## config.mk

```make
export PLATFORM = sky130hd
export DESIGN_NAME = ispc_top
export DESIGN_NICKNAME = d
export VERILOG_FILES = /design/src/ispc_pkg.sv /design/src/ispc_sync.sv /design/src/ispc_scan_ptr.sv /design/src/ispc_top.sv
export VERILOG_INCLUDE_DIRS = /design/src
export SDC_FILE = /design/constraint.sdc
export NUM_CORES = 1
export LEC_CHECK = 0
export BUFFER_PORTS_ARGS = -buffer_cell sky130_fd_sc_hd__buf_4
export CELL_PAD_IN_SITES_DETAIL_PLACEMENT = 0
export CELL_PAD_IN_SITES_GLOBAL_PLACEMENT = 2
export CORE_MARGIN = 5
export CORE_UTILIZATION = 31
export DETAILED_ROUTE_END_ITERATION = 6
export GPL_ROUTABILITY_DRIVEN = 0
export GPL_TIMING_DRIVEN = 0
export PLACE_DENSITY_LB_ADDON = 0.1
export SYNTH_ARGS = -nofsm -noshare
export SYNTH_HDL_FRONTEND = slang
export SYNTH_SLANG_ARGS = --single-unit
export TNS_END_PERCENT = 10
```

## constraint.sdc

```tcl
create_clock -name clk -period 2.3 [get_ports clk]
set_clock_uncertainty 0.2 [all_clocks]
set_input_delay 0.345 -clock clk [delete_from_list [all_inputs] [get_ports clk]]
set_output_delay 0.345 -clock clk [all_outputs]
set_load 0.1 [all_outputs]
```

## src/ispc_consts.svh

```systemverilog
// shared constants for the sensor pin control block
`ifndef ISPC_CONSTS_SVH
`define ISPC_CONSTS_SVH

// default array geometry of the pointer shift chains
`define ISPC_ROWS_DEFAULT   1024
`define ISPC_COLS_DEFAULT   1024

// pixel word width delivered by the converter
`define ISPC_PIXEL_W        10

// synchroniser depth for every controller-driven pin input
`define ISPC_SYNC_STAGES    2

// register map, byte offsets on the bus
`define ISPC_ADDR_W         4
`define ISPC_OFS_ROWPTR     4'h0
`define ISPC_OFS_COLSTAT    4'h4
`define ISPC_OFS_CTRL       4'h8
`define ISPC_OFS_PIXEL      4'hC

// control register field and reset value
`define ISPC_CTRL_FLOAT_BIT 0
`define ISPC_CTRL_RESET     1'h0

`endif

```

## src/ispc_pkg.sv

```systemverilog
// types shared by the sensor pin control modules
package ispc_pkg;

    // every controller-driven pin, grouped so one synchroniser covers all
    typedef struct packed {
        logic       rightInitN;    // right row pointer sync, low active
        logic       rightClk;      // right row pointer clock
        logic       leftInitN;     // left row pointer start, low active
        logic       leftClk;       // left row pointer clock
        logic       colInitN;      // column pointer sync, low active
        logic       colClk;        // column pointer clock
        logic       rowSelect;     // row select strobe
        logic       rowReset;      // row reset strobe
        logic       ptrSelLeft;    // 1 = left pointer, 0 = right pointer
        logic       colHold;       // 1 = hold, 0 = track
        logic       colCalib;      // column offset calibration
        logic       ampExtSel;     // 1 = external input, 0 = core
        logic       slowDark;      // slow dark-offset switch
        logic [3:0] gainWord;      // amplifier gain word
        logic       unityGain;     // forces unity gain
        logic       fastDark;      // fast dark-offset calibration
        logic [3:0] blackWord;     // black level DAC word
        logic       adcClk;        // conversion clock
        logic       invertBits;    // inverts the pixel word
        logic       outFloat;      // 1 = float pixel pins
    } ispc_pins_t;

    // row strobes routed to the chosen pointer
    typedef struct packed {
        logic selectEn;            // row connected for readout
        logic resetEn;             // row pixels being reset
        logic leftChosen;          // strobes act on left pointer
    } ispc_row_t;

    // column amplifier controls
    typedef struct packed {
        logic hold;                // amplifiers hold their sample
        logic calib;               // column offset calibration on
    } ispc_col_t;

    // output amplifier settings as applied
    typedef struct packed {
        logic       routeExt;      // external input routed
        logic       slowDarkDac;   // stages on offset DAC and output
        logic       unityForced;   // unity gain overrides word
        logic       fastDarkCal;   // fast dark calibration running
        logic [3:0] gain;          // gain word in force
        logic [3:0] blackLevel;    // black offset DAC word
    } ispc_amp_t;

endpackage

```

## src/ispc_sync.sv

```systemverilog
// two-flop synchroniser for a group of pin inputs
`timescale 1ns/1ps
module ispc_sync #(
    parameter int W = 1
) (
    // clock and reset
    input  wire logic         clk,
    input  wire logic         resetn,
    // pin side and clean side
    input  wire logic [W-1:0] din,
    output logic      [W-1:0] dout
);
    logic [W-1:0] meta_reg;  // first stage, read only by second stage

    // plain two-stage chain; nothing taps the first stage
    always_ff @(posedge clk or negedge resetn) begin
        if (!resetn) begin
            meta_reg <= '0;
            dout     <= '0;
        end else begin
            meta_reg <= din;
            dout     <= meta_reg;
        end
    end
endmodule

```

## src/ispc_scan_ptr.sv

```systemverilog
// one pointer shift chain with sync and end-of-scan flag
`timescale 1ns/1ps
module ispc_scan_ptr #(
    parameter int LENGTH = 1024,
    parameter int PW     = $clog2(LENGTH + 2)
) (
    // clock and reset
    input  wire logic          clk,
    input  wire logic          resetn,
    // synchronised controls
    input  wire logic          initN,
    input  wire logic          step,
    // pointer state
    output logic      [PW-1:0] ptr_reg,
    output logic               scanEndN_reg
);
    localparam logic [PW-1:0] PAST_END = PW'(LENGTH);     // one past last
    localparam logic [PW-1:0] PARKED   = PW'(LENGTH + 1); // idle past end

    logic [PW-1:0] ptr_next;   // pointer after this cycle
    wire           atPark = (ptr_reg == PARKED);

    // sync has priority; a step past the end parks the pointer
    always_comb begin
        ptr_next = ptr_reg;
        if (!initN)
            ptr_next = '0;
        else if (step && !atPark)
            ptr_next = ptr_reg + PW'(1);
    end

    // flag low exactly while the pointer sits one past the last position
    always_ff @(posedge clk or negedge resetn) begin
        if (!resetn) begin
            ptr_reg      <= '0;
            scanEndN_reg <= 1'b1;
        end else begin
            ptr_reg      <= ptr_next;
            scanEndN_reg <= (ptr_next != PAST_END);
        end
    end
endmodule

```

## src/ispc_top.sv

```systemverilog
// sensor pin control: pointers, strobes, amplifier settings, pixel word
//
// Register access over Avalon-MM and the register offsets were left to the implementer.
`timescale 1ns/1ps
`include "ispc_consts.svh"

// What this block does, and what it leaves to the controller
// right row sync low returns pointer home
// right row clock fall advances one row
// right end-of-scan low after last row
// left row start low sets first row
// left row clock fall advances one row
// left end-of-scan low after last row
// column sync low returns first column
// column clock fall advances one column
// column end-of-scan low after last column
// row select connects addressed row
// row reset clears addressed row pixels
// column amplifiers hold on 1, track 0
// column calibration runs while input high
// selector routes external input on 1
// slow dark-offset switches amplifier stage wiring
// four-bit gain word, bit zero least
// unity gain overrides programmed gain word
// fast dark-offset input triggers calibration
// four-bit black level word, bit three most
// converter samples on clock fall, 10 bits
// invert input flips every pixel bit
// pointer select: 1 left, 0 right
// pixel word lags analog by one pixel
// tristate control floats pins on 1
// controller sets exposure by sync delay
// controller keeps settings stable during conversions
module ispc_top
    import ispc_pkg::*;
#(
    parameter int ROWS = `ISPC_ROWS_DEFAULT,
    parameter int COLS = `ISPC_COLS_DEFAULT,
    parameter int RW   = $clog2(ROWS + 2),
    parameter int CW   = $clog2(COLS + 2)
) (
    // clock and reset
    input  wire logic                     clk,
    input  wire logic                     resetn,
    // row pointer pins
    input  wire logic                     rightRowPtrInitN,
    input  wire logic                     rightRowPtrClock,
    input  wire logic                     leftRowPtrInitN,
    input  wire logic                     leftRowPtrClock,
    output logic                          rightRowScanEndN,
    output logic                          leftRowScanEndN,
    // column pointer pins
    input  wire logic                     colPtrInitN,
    input  wire logic                     colPtrClock,
    output logic                          colScanEndN,
    // row and column strobes
    input  wire logic                     rowSelectIn,
    input  wire logic                     rowResetIn,
    input  wire logic                     ptrSelectLeft,
    input  wire logic                     colHoldIn,
    input  wire logic                     colCalibIn,
    // output amplifier pins
    input  wire logic                     ampExtSelectIn,
    input  wire logic                     slowDarkIn,
    input  wire logic [3:0]               ampGainWord,
    input  wire logic                     unityGainIn,
    input  wire logic                     fastDarkIn,
    input  wire logic [3:0]               blackLevelWord,
    // converter pins
    input  wire logic                     adcClock,
    input  wire logic                     bitInvertIn,
    input  wire logic                     outFloatIn,
    input  wire logic [`ISPC_PIXEL_W-1:0] quantizerWord,
    output logic      [`ISPC_PIXEL_W-1:0] pixelWordOut,
    output logic                          pixelWordOe,
    // array-side results
    output logic      [RW-1:0]            rowAddr,
    output ispc_row_t                     rowCtl,
    output logic      [CW-1:0]            colAddr,
    output ispc_col_t                     colCtl,
    output ispc_amp_t                     ampCtl,
    // avalon-mm slave
    input  wire logic [`ISPC_ADDR_W-1:0]  address,
    input  wire logic                     read,
    input  wire logic                     write,
    input  wire logic [31:0]              writedata,
    input  wire logic [3:0]               byteenable,
    output logic      [31:0]              readdata,
    output logic                          waitrequest
);
    localparam int PXW = `ISPC_PIXEL_W;

    // ---------------------------------------------------------------
    // pin capture
    // ---------------------------------------------------------------
    ispc_pins_t pinsRaw;      // pins as they arrive
    ispc_pins_t pinsS;        // pins after two flops
    ispc_pins_t pinsPrev_reg; // one cycle older, for edge finding

    // gather every controller-driven pin into one group
    assign pinsRaw = '{
        rightInitN: rightRowPtrInitN, rightClk:   rightRowPtrClock,
        leftInitN:  leftRowPtrInitN,  leftClk:    leftRowPtrClock,
        colInitN:   colPtrInitN,      colClk:     colPtrClock,
        rowSelect:  rowSelectIn,      rowReset:   rowResetIn,
        ptrSelLeft: ptrSelectLeft,    colHold:    colHoldIn,
        colCalib:   colCalibIn,       ampExtSel:  ampExtSelectIn,
        slowDark:   slowDarkIn,       gainWord:   ampGainWord,
        unityGain:  unityGainIn,      fastDark:   fastDarkIn,
        blackWord:  blackLevelWord,   adcClk:     adcClock,
        invertBits: bitInvertIn,      outFloat:   outFloatIn};

    // the pins come from the controller's timing, not ours
    ispc_sync #(
        .W    ($bits(ispc_pins_t))
    ) u_pinSync (
        .clk    (clk),
        .resetn (resetn),
        .din    (pinsRaw),
        .dout   (pinsS)
    );

    // previous sample of the clean pins; feeds falling-edge detection
    always_ff @(posedge clk or negedge resetn) begin
        if (!resetn)
            pinsPrev_reg <= '0;
        else
            pinsPrev_reg <= pinsS;
    end

    // one-cycle pulses on each falling pin clock
    wire rightFall = pinsPrev_reg.rightClk & ~pinsS.rightClk;
    wire leftFall  = pinsPrev_reg.leftClk  & ~pinsS.leftClk;
    wire colFall   = pinsPrev_reg.colClk   & ~pinsS.colClk;
    wire adcFall   = pinsPrev_reg.adcClk   & ~pinsS.adcClk;

    // ---------------------------------------------------------------
    // pointer chains
    // ---------------------------------------------------------------
    logic [RW-1:0] rightPtr;  // right row pointer position
    logic [RW-1:0] leftPtr;   // left row pointer position

    // right row chain: sync home, step on falling row clock
    ispc_scan_ptr #(
        .LENGTH (ROWS),
        .PW     (RW)
    ) u_rightRow (
        .clk          (clk),
        .resetn       (resetn),
        .initN        (pinsS.rightInitN),
        .step         (rightFall),
        .ptr_reg      (rightPtr),
        .scanEndN_reg (rightRowScanEndN)
    );

    // left row chain, same behaviour on its own pins
    ispc_scan_ptr #(
        .LENGTH (ROWS),
        .PW     (RW)
    ) u_leftRow (
        .clk          (clk),
        .resetn       (resetn),
        .initN        (pinsS.leftInitN),
        .step         (leftFall),
        .ptr_reg      (leftPtr),
        .scanEndN_reg (leftRowScanEndN)
    );

    // column chain; its position selects the pixel on the readout bus
    ispc_scan_ptr #(
        .LENGTH (COLS),
        .PW     (CW)
    ) u_column (
        .clk          (clk),
        .resetn       (resetn),
        .initN        (pinsS.colInitN),
        .step         (colFall),
        .ptr_reg      (colAddr),
        .scanEndN_reg (colScanEndN)
    );

    // ---------------------------------------------------------------
    // row strobe routing
    // ---------------------------------------------------------------
    // exposure is the controller's business: it spaces the two syncs
    // apart; this block only keeps the two chains independent
    wire [RW-1:0] chosenPtr = pinsS.ptrSelLeft ? leftPtr : rightPtr;
    ispc_row_t    rowNext;

    // strobes act on whichever pointer the select pin names
    assign rowNext = '{
        selectEn:   pinsS.rowSelect,
        resetEn:    pinsS.rowReset,
        leftChosen: pinsS.ptrSelLeft};

    // registered so array-side outputs change on one edge together
    always_ff @(posedge clk or negedge resetn) begin
        if (!resetn) begin
            rowCtl  <= '0;
            rowAddr <= '0;
        end else begin
            rowCtl  <= rowNext;
            rowAddr <= chosenPtr;
        end
    end

    // ---------------------------------------------------------------
    // column amplifiers and output amplifier
    // ---------------------------------------------------------------
    ispc_amp_t ampNext;  // settings as they take effect

    // gain word bit order is kept: bit zero stays least significant
    assign ampNext = '{
        routeExt:    pinsS.ampExtSel,
        slowDarkDac: pinsS.slowDark,
        unityForced: pinsS.unityGain,
        fastDarkCal: pinsS.fastDark,
        gain:        pinsS.gainWord,
        blackLevel:  pinsS.blackWord};

    // settings follow the pins; a change mid-conversion shows in the pixels,
    // which is why the controller only changes them between conversions
    always_ff @(posedge clk or negedge resetn) begin
        if (!resetn) begin
            colCtl <= '0;
            ampCtl <= '0;
        end else begin
            colCtl.hold  <= pinsS.colHold;
            colCtl.calib <= pinsS.colCalib;
            ampCtl       <= ampNext;
        end
    end

    // ---------------------------------------------------------------
    // converter pipeline
    // ---------------------------------------------------------------
    logic [PXW-1:0] convHeld_reg;   // sample taken at this edge
    logic [PXW-1:0] pixelHeld_reg;  // result of the previous pixel
    logic           ctrlFloat_reg;  // software forces pins to float

    // each falling conversion clock samples and shifts one stage, so
    // the word on the pins belongs to the column selected before
    always_ff @(posedge clk or negedge resetn) begin
        if (!resetn) begin
            convHeld_reg  <= '0;
            pixelHeld_reg <= '0;
        end else if (adcFall) begin
            convHeld_reg  <= quantizerWord;
            pixelHeld_reg <= convHeld_reg;
        end
    end

    // inversion and pin drive applied on the way out
    wire [PXW-1:0] pixelNext = pixelHeld_reg ^ {PXW{pinsS.invertBits}};
    wire           driveNext = ~(pinsS.outFloat | ctrlFloat_reg);

    // outputs from flops; float only drops the enable, data keeps updating
    always_ff @(posedge clk or negedge resetn) begin
        if (!resetn) begin
            pixelWordOut <= '0;
            pixelWordOe  <= 1'b0;
        end else begin
            pixelWordOut <= pixelNext;
            pixelWordOe  <= driveNext;
        end
    end

    // ---------------------------------------------------------------
    // avalon-mm register slave
    // ---------------------------------------------------------------
    logic busAck_reg;  // high in the cycle the answer stands
    wire  busReq   = read | write;
    wire  isCtrl   = (address == `ISPC_OFS_CTRL);
    wire  ctrlWrEn = write & busAck_reg & isCtrl & byteenable[0];

    // one wait cycle per access; readdata loads while waitrequest is high
    assign waitrequest = busReq & ~busAck_reg;

    // read mux; unmapped offsets read as zero
    logic [31:0] readNext;
    always_comb begin
        case (address)
            `ISPC_OFS_ROWPTR:  readNext = {16'(leftPtr), 16'(rightPtr)};
            `ISPC_OFS_COLSTAT: readNext = {13'h0000, leftRowScanEndN,
                                           rightRowScanEndN, colScanEndN,
                                           16'(colAddr)};
            `ISPC_OFS_CTRL:    readNext = {31'h00000000, ctrlFloat_reg};
            `ISPC_OFS_PIXEL:   readNext = {22'h000000, pixelHeld_reg};
            default:           readNext = 32'h00000000;
        endcase
    end

    // ack toggles so no access is answered twice
    always_ff @(posedge clk or negedge resetn) begin
        if (!resetn) begin
            busAck_reg <= 1'b0;
            readdata   <= 32'h00000000;
        end else begin
            busAck_reg <= busReq & ~busAck_reg;
            if (read & ~busAck_reg)
                readdata <= readNext;
        end
    end

    // control register; write lands on the edge waitrequest is low
    always_ff @(posedge clk or negedge resetn) begin
        if (!resetn)
            ctrlFloat_reg <= `ISPC_CTRL_RESET;
        else if (ctrlWrEn)
            ctrlFloat_reg <= writedata[`ISPC_CTRL_FLOAT_BIT];
    end
endmodule

```

==> load_flow_metrics.sql <==
INSERT INTO impl_metrics (metric_group, metric, value, unit) VALUES
('run_status', 'outcome', 'finished, final reports clean', ''),
('setup_path', 'startpoint_to_endpoint_class_of_the_critical_path', 'reg -> reg', ''),
('synth', 'synthDistinctLibCells', '58', ''),
('setup_path', 'cp_data_required_time', '2.44', 'ns'),
('grt', 'grt_max_degree', '106', ''),
('worst_hold_path', 'hold_class', 'in -> reg', ''),
('synth', 'synth_edf_count', '0', ''),
('floorplan', 'die_height', '157', 'µm'),
('clock_network', 'clock_sinks', '175', ''),
('clock_network', 'cts_root_buf', 'clkbuf_16', ''),
('layout', 'area_delta_synth_final', '38.1', '%'),
('pwr', 'post-layout-total-power', '7640', 'µW'),
('layout', 'layout.cells.most_common_list', '159 x dfrtp_1, 145 x buf_4, 50 x nand2_1', ''),
('placement', 'dpl.hpwl', '11800', 'µm'),
('setup_path', 'start_kind', 'flip-flop', ''),
('pwr', 'max_ir_drop_vdd', '0.000409', 'V'),
('grt', 'vias_in_the_first_global_route', '4940', ''),
('layout', 'cell_area_after_layout', '9300', 'µm²'),
('clock_network', 'number_of_h_tree_levels', '4', ''),
('route', 'detailedRoute.firstPassIterationCount', '4', ''),
('layout', 'nFillCells', '2062', ''),
('route', 'routed-wl-met2', '7770', 'µm'),
('route', 'highest_layer', 'met4', ''),
('sta', 'final_hold_viol_count', '0', ''),
('floorplan', 'die_area', '24800', 'µm²'),
('synth', 'synthTopCellsByArea', 'dfrtp_1 64%, mux2_2 5.0%, nand2_1 2.8%', ''),
('synth', 'synth-main-ff-cell', 'dfrtp_1', ''),
('route', 'detail_route.iter0.violations', '229', ''),
('clock_network', 'cts_tree', 'built', ''),
('sta', 'fin_worst_hold_slack', '0.0969', 'ns'),
('route', 'drcViolationCount', '0', ''),
('placement', 'detailed_place.area', '8090', 'µm²'),
('route', 'viasPerCell', '4.62', ''),
('synth', 'synth.largest_area_cell', 'dfrtp_1', ''),
('floorplan', 'design.portCount', '166', ''),
('route', 'final_antenna_net_count', '0', ''),
('setup_path', 'worst-path-max-fanout', '8', ''),
('sta', 'post-route-min-period', '2.25', 'ns'),
('floorplan', 'rows', '54', ''),
('sta', 'min_period_over_period', '97.8', '%'),
('sta', 'fmax', '0.445', 'GHz'),
('synth', 'yosys_warnings', '0', ''),
('sta', 'tightest_slew', '0.911', 'ns'),
('grt', 'grt_pass1_wl', '27100', 'µm'),
('sta', 'fin_tns_setup', '0', 'ns'),
('synth', 'area_of_the_mapped_netlist', '6740', 'µm²'),
('placement', 'io_buffers', '121', ''),
('route', 'detail_route.wirelength', '16500', 'µm'),
('synth', 'synth-seq-cells', '175', ''),
('clock_network', 'tritoncts.num_buffers', '17', ''),
('sta', 'timing.final.max_slew_violations', '0', ''),
('synth', 'synth.yosys.seq_area_share', '65.1', '%'),
('route', 'routedLengthMet1', '7520', 'µm'),
('floorplan', 'die_x', '157', 'µm'),
('floorplan', 'design.core.area', '21600', 'µm²'),
('grt', 'grt_use_total', '14.1', '%'),
('grt', 'antenna_found_initial', '0', ''),
('flow_run', 'drv.max_cap_violation_count', '0', ''),
('layout', 'fin_nets', '819', ''),
('setup_path', 'worst_setup_path_end_kind', 'flip-flop', ''),
('grt', 'gr-total-overflow', '0', ''),
('floorplan', 'start_util', '31.2', '%'),
('layout', 'final_core_util', '43.0', '%'),
('sta', 'max_slew_margin', '38.7', '%'),
('route', 'detailroute.wirelength.met3', '896', 'µm'),
('sta', 'rsz0062_at_grt', 'yes', ''),
('sta', 'total_setup_violations_reported_at_the_end_of_the_flow', '0', ''),
('layout', 'layout_commonest_cell', 'dfrtp_1', ''),
('layout', 'drive_above_1_share', '33.1', '%'),
('worst_hold_path', 'min_path_cells', '3', ''),
('pwr', 'power.leakage', '0.00411', 'µW'),
('route', 'post_drt_wl_per_cell', '16.0', 'µm'),
('setup_path', 'cp_data_arrival_time', '2.38', 'ns'),
('synth', 'synthDominantCellAreaShare', '63.9', '%'),
('pwr', 'power.density_cell_area', '821', 'nW/µm²'),
('clock_network', 'clock_tree.buffer_depth', '2', ''),
('synth', 'asr_flop_ratio_synth', '100', '%'),
('synth', 'count_of_mapped_cells_out_of_synthesis', '530', ''),
('synth', 'syn_avg_cell_area', '12.7', 'µm²'),
('route', 'vias', '4740', ''),
('clock_network', 'clk_transition_reported_paths', '0.07', 'ns'),
('clock_network', 'clock_insertion_delay_worst_skew', '0.42', 'ns'),
('layout', 'diode_insertion_count_for_antenna_repair', '0', ''),
('setup_path', 'reg2regPathDepth', '4', '');
critical path: stages (launching register included):
cell,delay (ns)
dfrtp_4,0.53
or4_4,0.52
o41a_1,0.47
o311ai_2,0.30
nand4_1,0.13
metal layers:
metal	up-vias	global-route usage, %
li1	2258	-
met1	2342	19.6
met2	119	21.7
met3	21	3.35
met4	0	5.08
met5	-	0
path summary, 6_finish.rpt:
kind,from,endpoint,slack (ns)
max,u_column.ptr_reg[5]$_DFF_PN0_,u_column.scanEndN_reg$_DFF_PN1_,0.05
min,address[3],ctrlFloat_reg$_DFFE_PN0P_,0.1
max reg2reg,u_column.ptr_reg[5]$_DFF_PN0_,u_column.scanEndN_reg$_DFF_PN1_,0.05
min reg2reg,u_pinSync.meta_reg[17]$_DFF_PN0_,u_pinSync.dout[17]$_DFF_PN0_,0.15
max in group asynchronous,resetn,u_column.ptr_reg[2]$_DFF_PN0_,0.70
min in group asynchronous,resetn,u_leftRow.ptr_reg[6]$_DFF_PN0_,0.27
area by class of cell:
class / instances / area [µm²] / area share (%)
Sequential cell: 175 / 4400 / 47.3
Multi-Input combinational cell: 319 / 2250 / 24.2
Timing Repair Buffer: 177 / 1460 / 15.7
Clock buffer: 18 / 429 / 4.61
Tap cell: 280 / 350 / 3.77
Clock inverter: 14 / 183 / 1.96
Buffer: 29 / 175 / 1.88
Inverter: 14 / 52.6 / 0.565
timing repair:
item	4_1_cts	5_1_grt
buffers inserted	1	14
gates resized for setup	7	13
hold buffers	40	0
cloned	0	0
setup endpoints to repair	3	3
hold endpoints to repair	107	0
pin swaps	2	6
cells by family after synthesis:
family	synth area share, %
fa+ha+maj	1.11
flops	65.1
mux	5.46
compound gates	8.47
other cells	0.0557
xor+xnor	4.03
buf+inv	3.49
simple gates	12.3
cell usage after synthesis (all sizes together) (9+ instances only):
| master | n |
|---|---|
| a21oi | 18 |
| a22o | 9 |
| buf | 16 |
| clkbuf | 15 |
| dfrtp | 172 |
| inv | 12 |
| mux2 | 30 |
| nand2 | 50 |
| nand3 | 14 |
| nor2 | 27 |
| o21ai | 31 |
| xnor2 | 16 |
| xor2 | 15 |
metrics by stage:
| step | setup slack, ns | cells |
|---|---|---|
| floorplan | -0.0405 | 539 |
| global placement | -0.646 | 940 |
| detailed placement | -0.240 | 941 |
| CTS | 0.0107 | 1014 |
| global route | -0.0198 | 1026 |
| finish | 0.0508 | 1026 |
power breakdown:
| group | leakage [µW] | switching [µW] | internal (µW) | total (µW) |
|---|---|---|---|---|
| sequential | 0.00217 | 140 | 3280 | 3420 |
| combinational | 0.00164 | 918 | 355 | 1270 |
| clock | 0.000297 | 1360 | 1580 | 2940 |
| total | 0.00411 | 2420 | 5220 | 7640 |
Note: power is estimated with default switching activity, not from simulation.
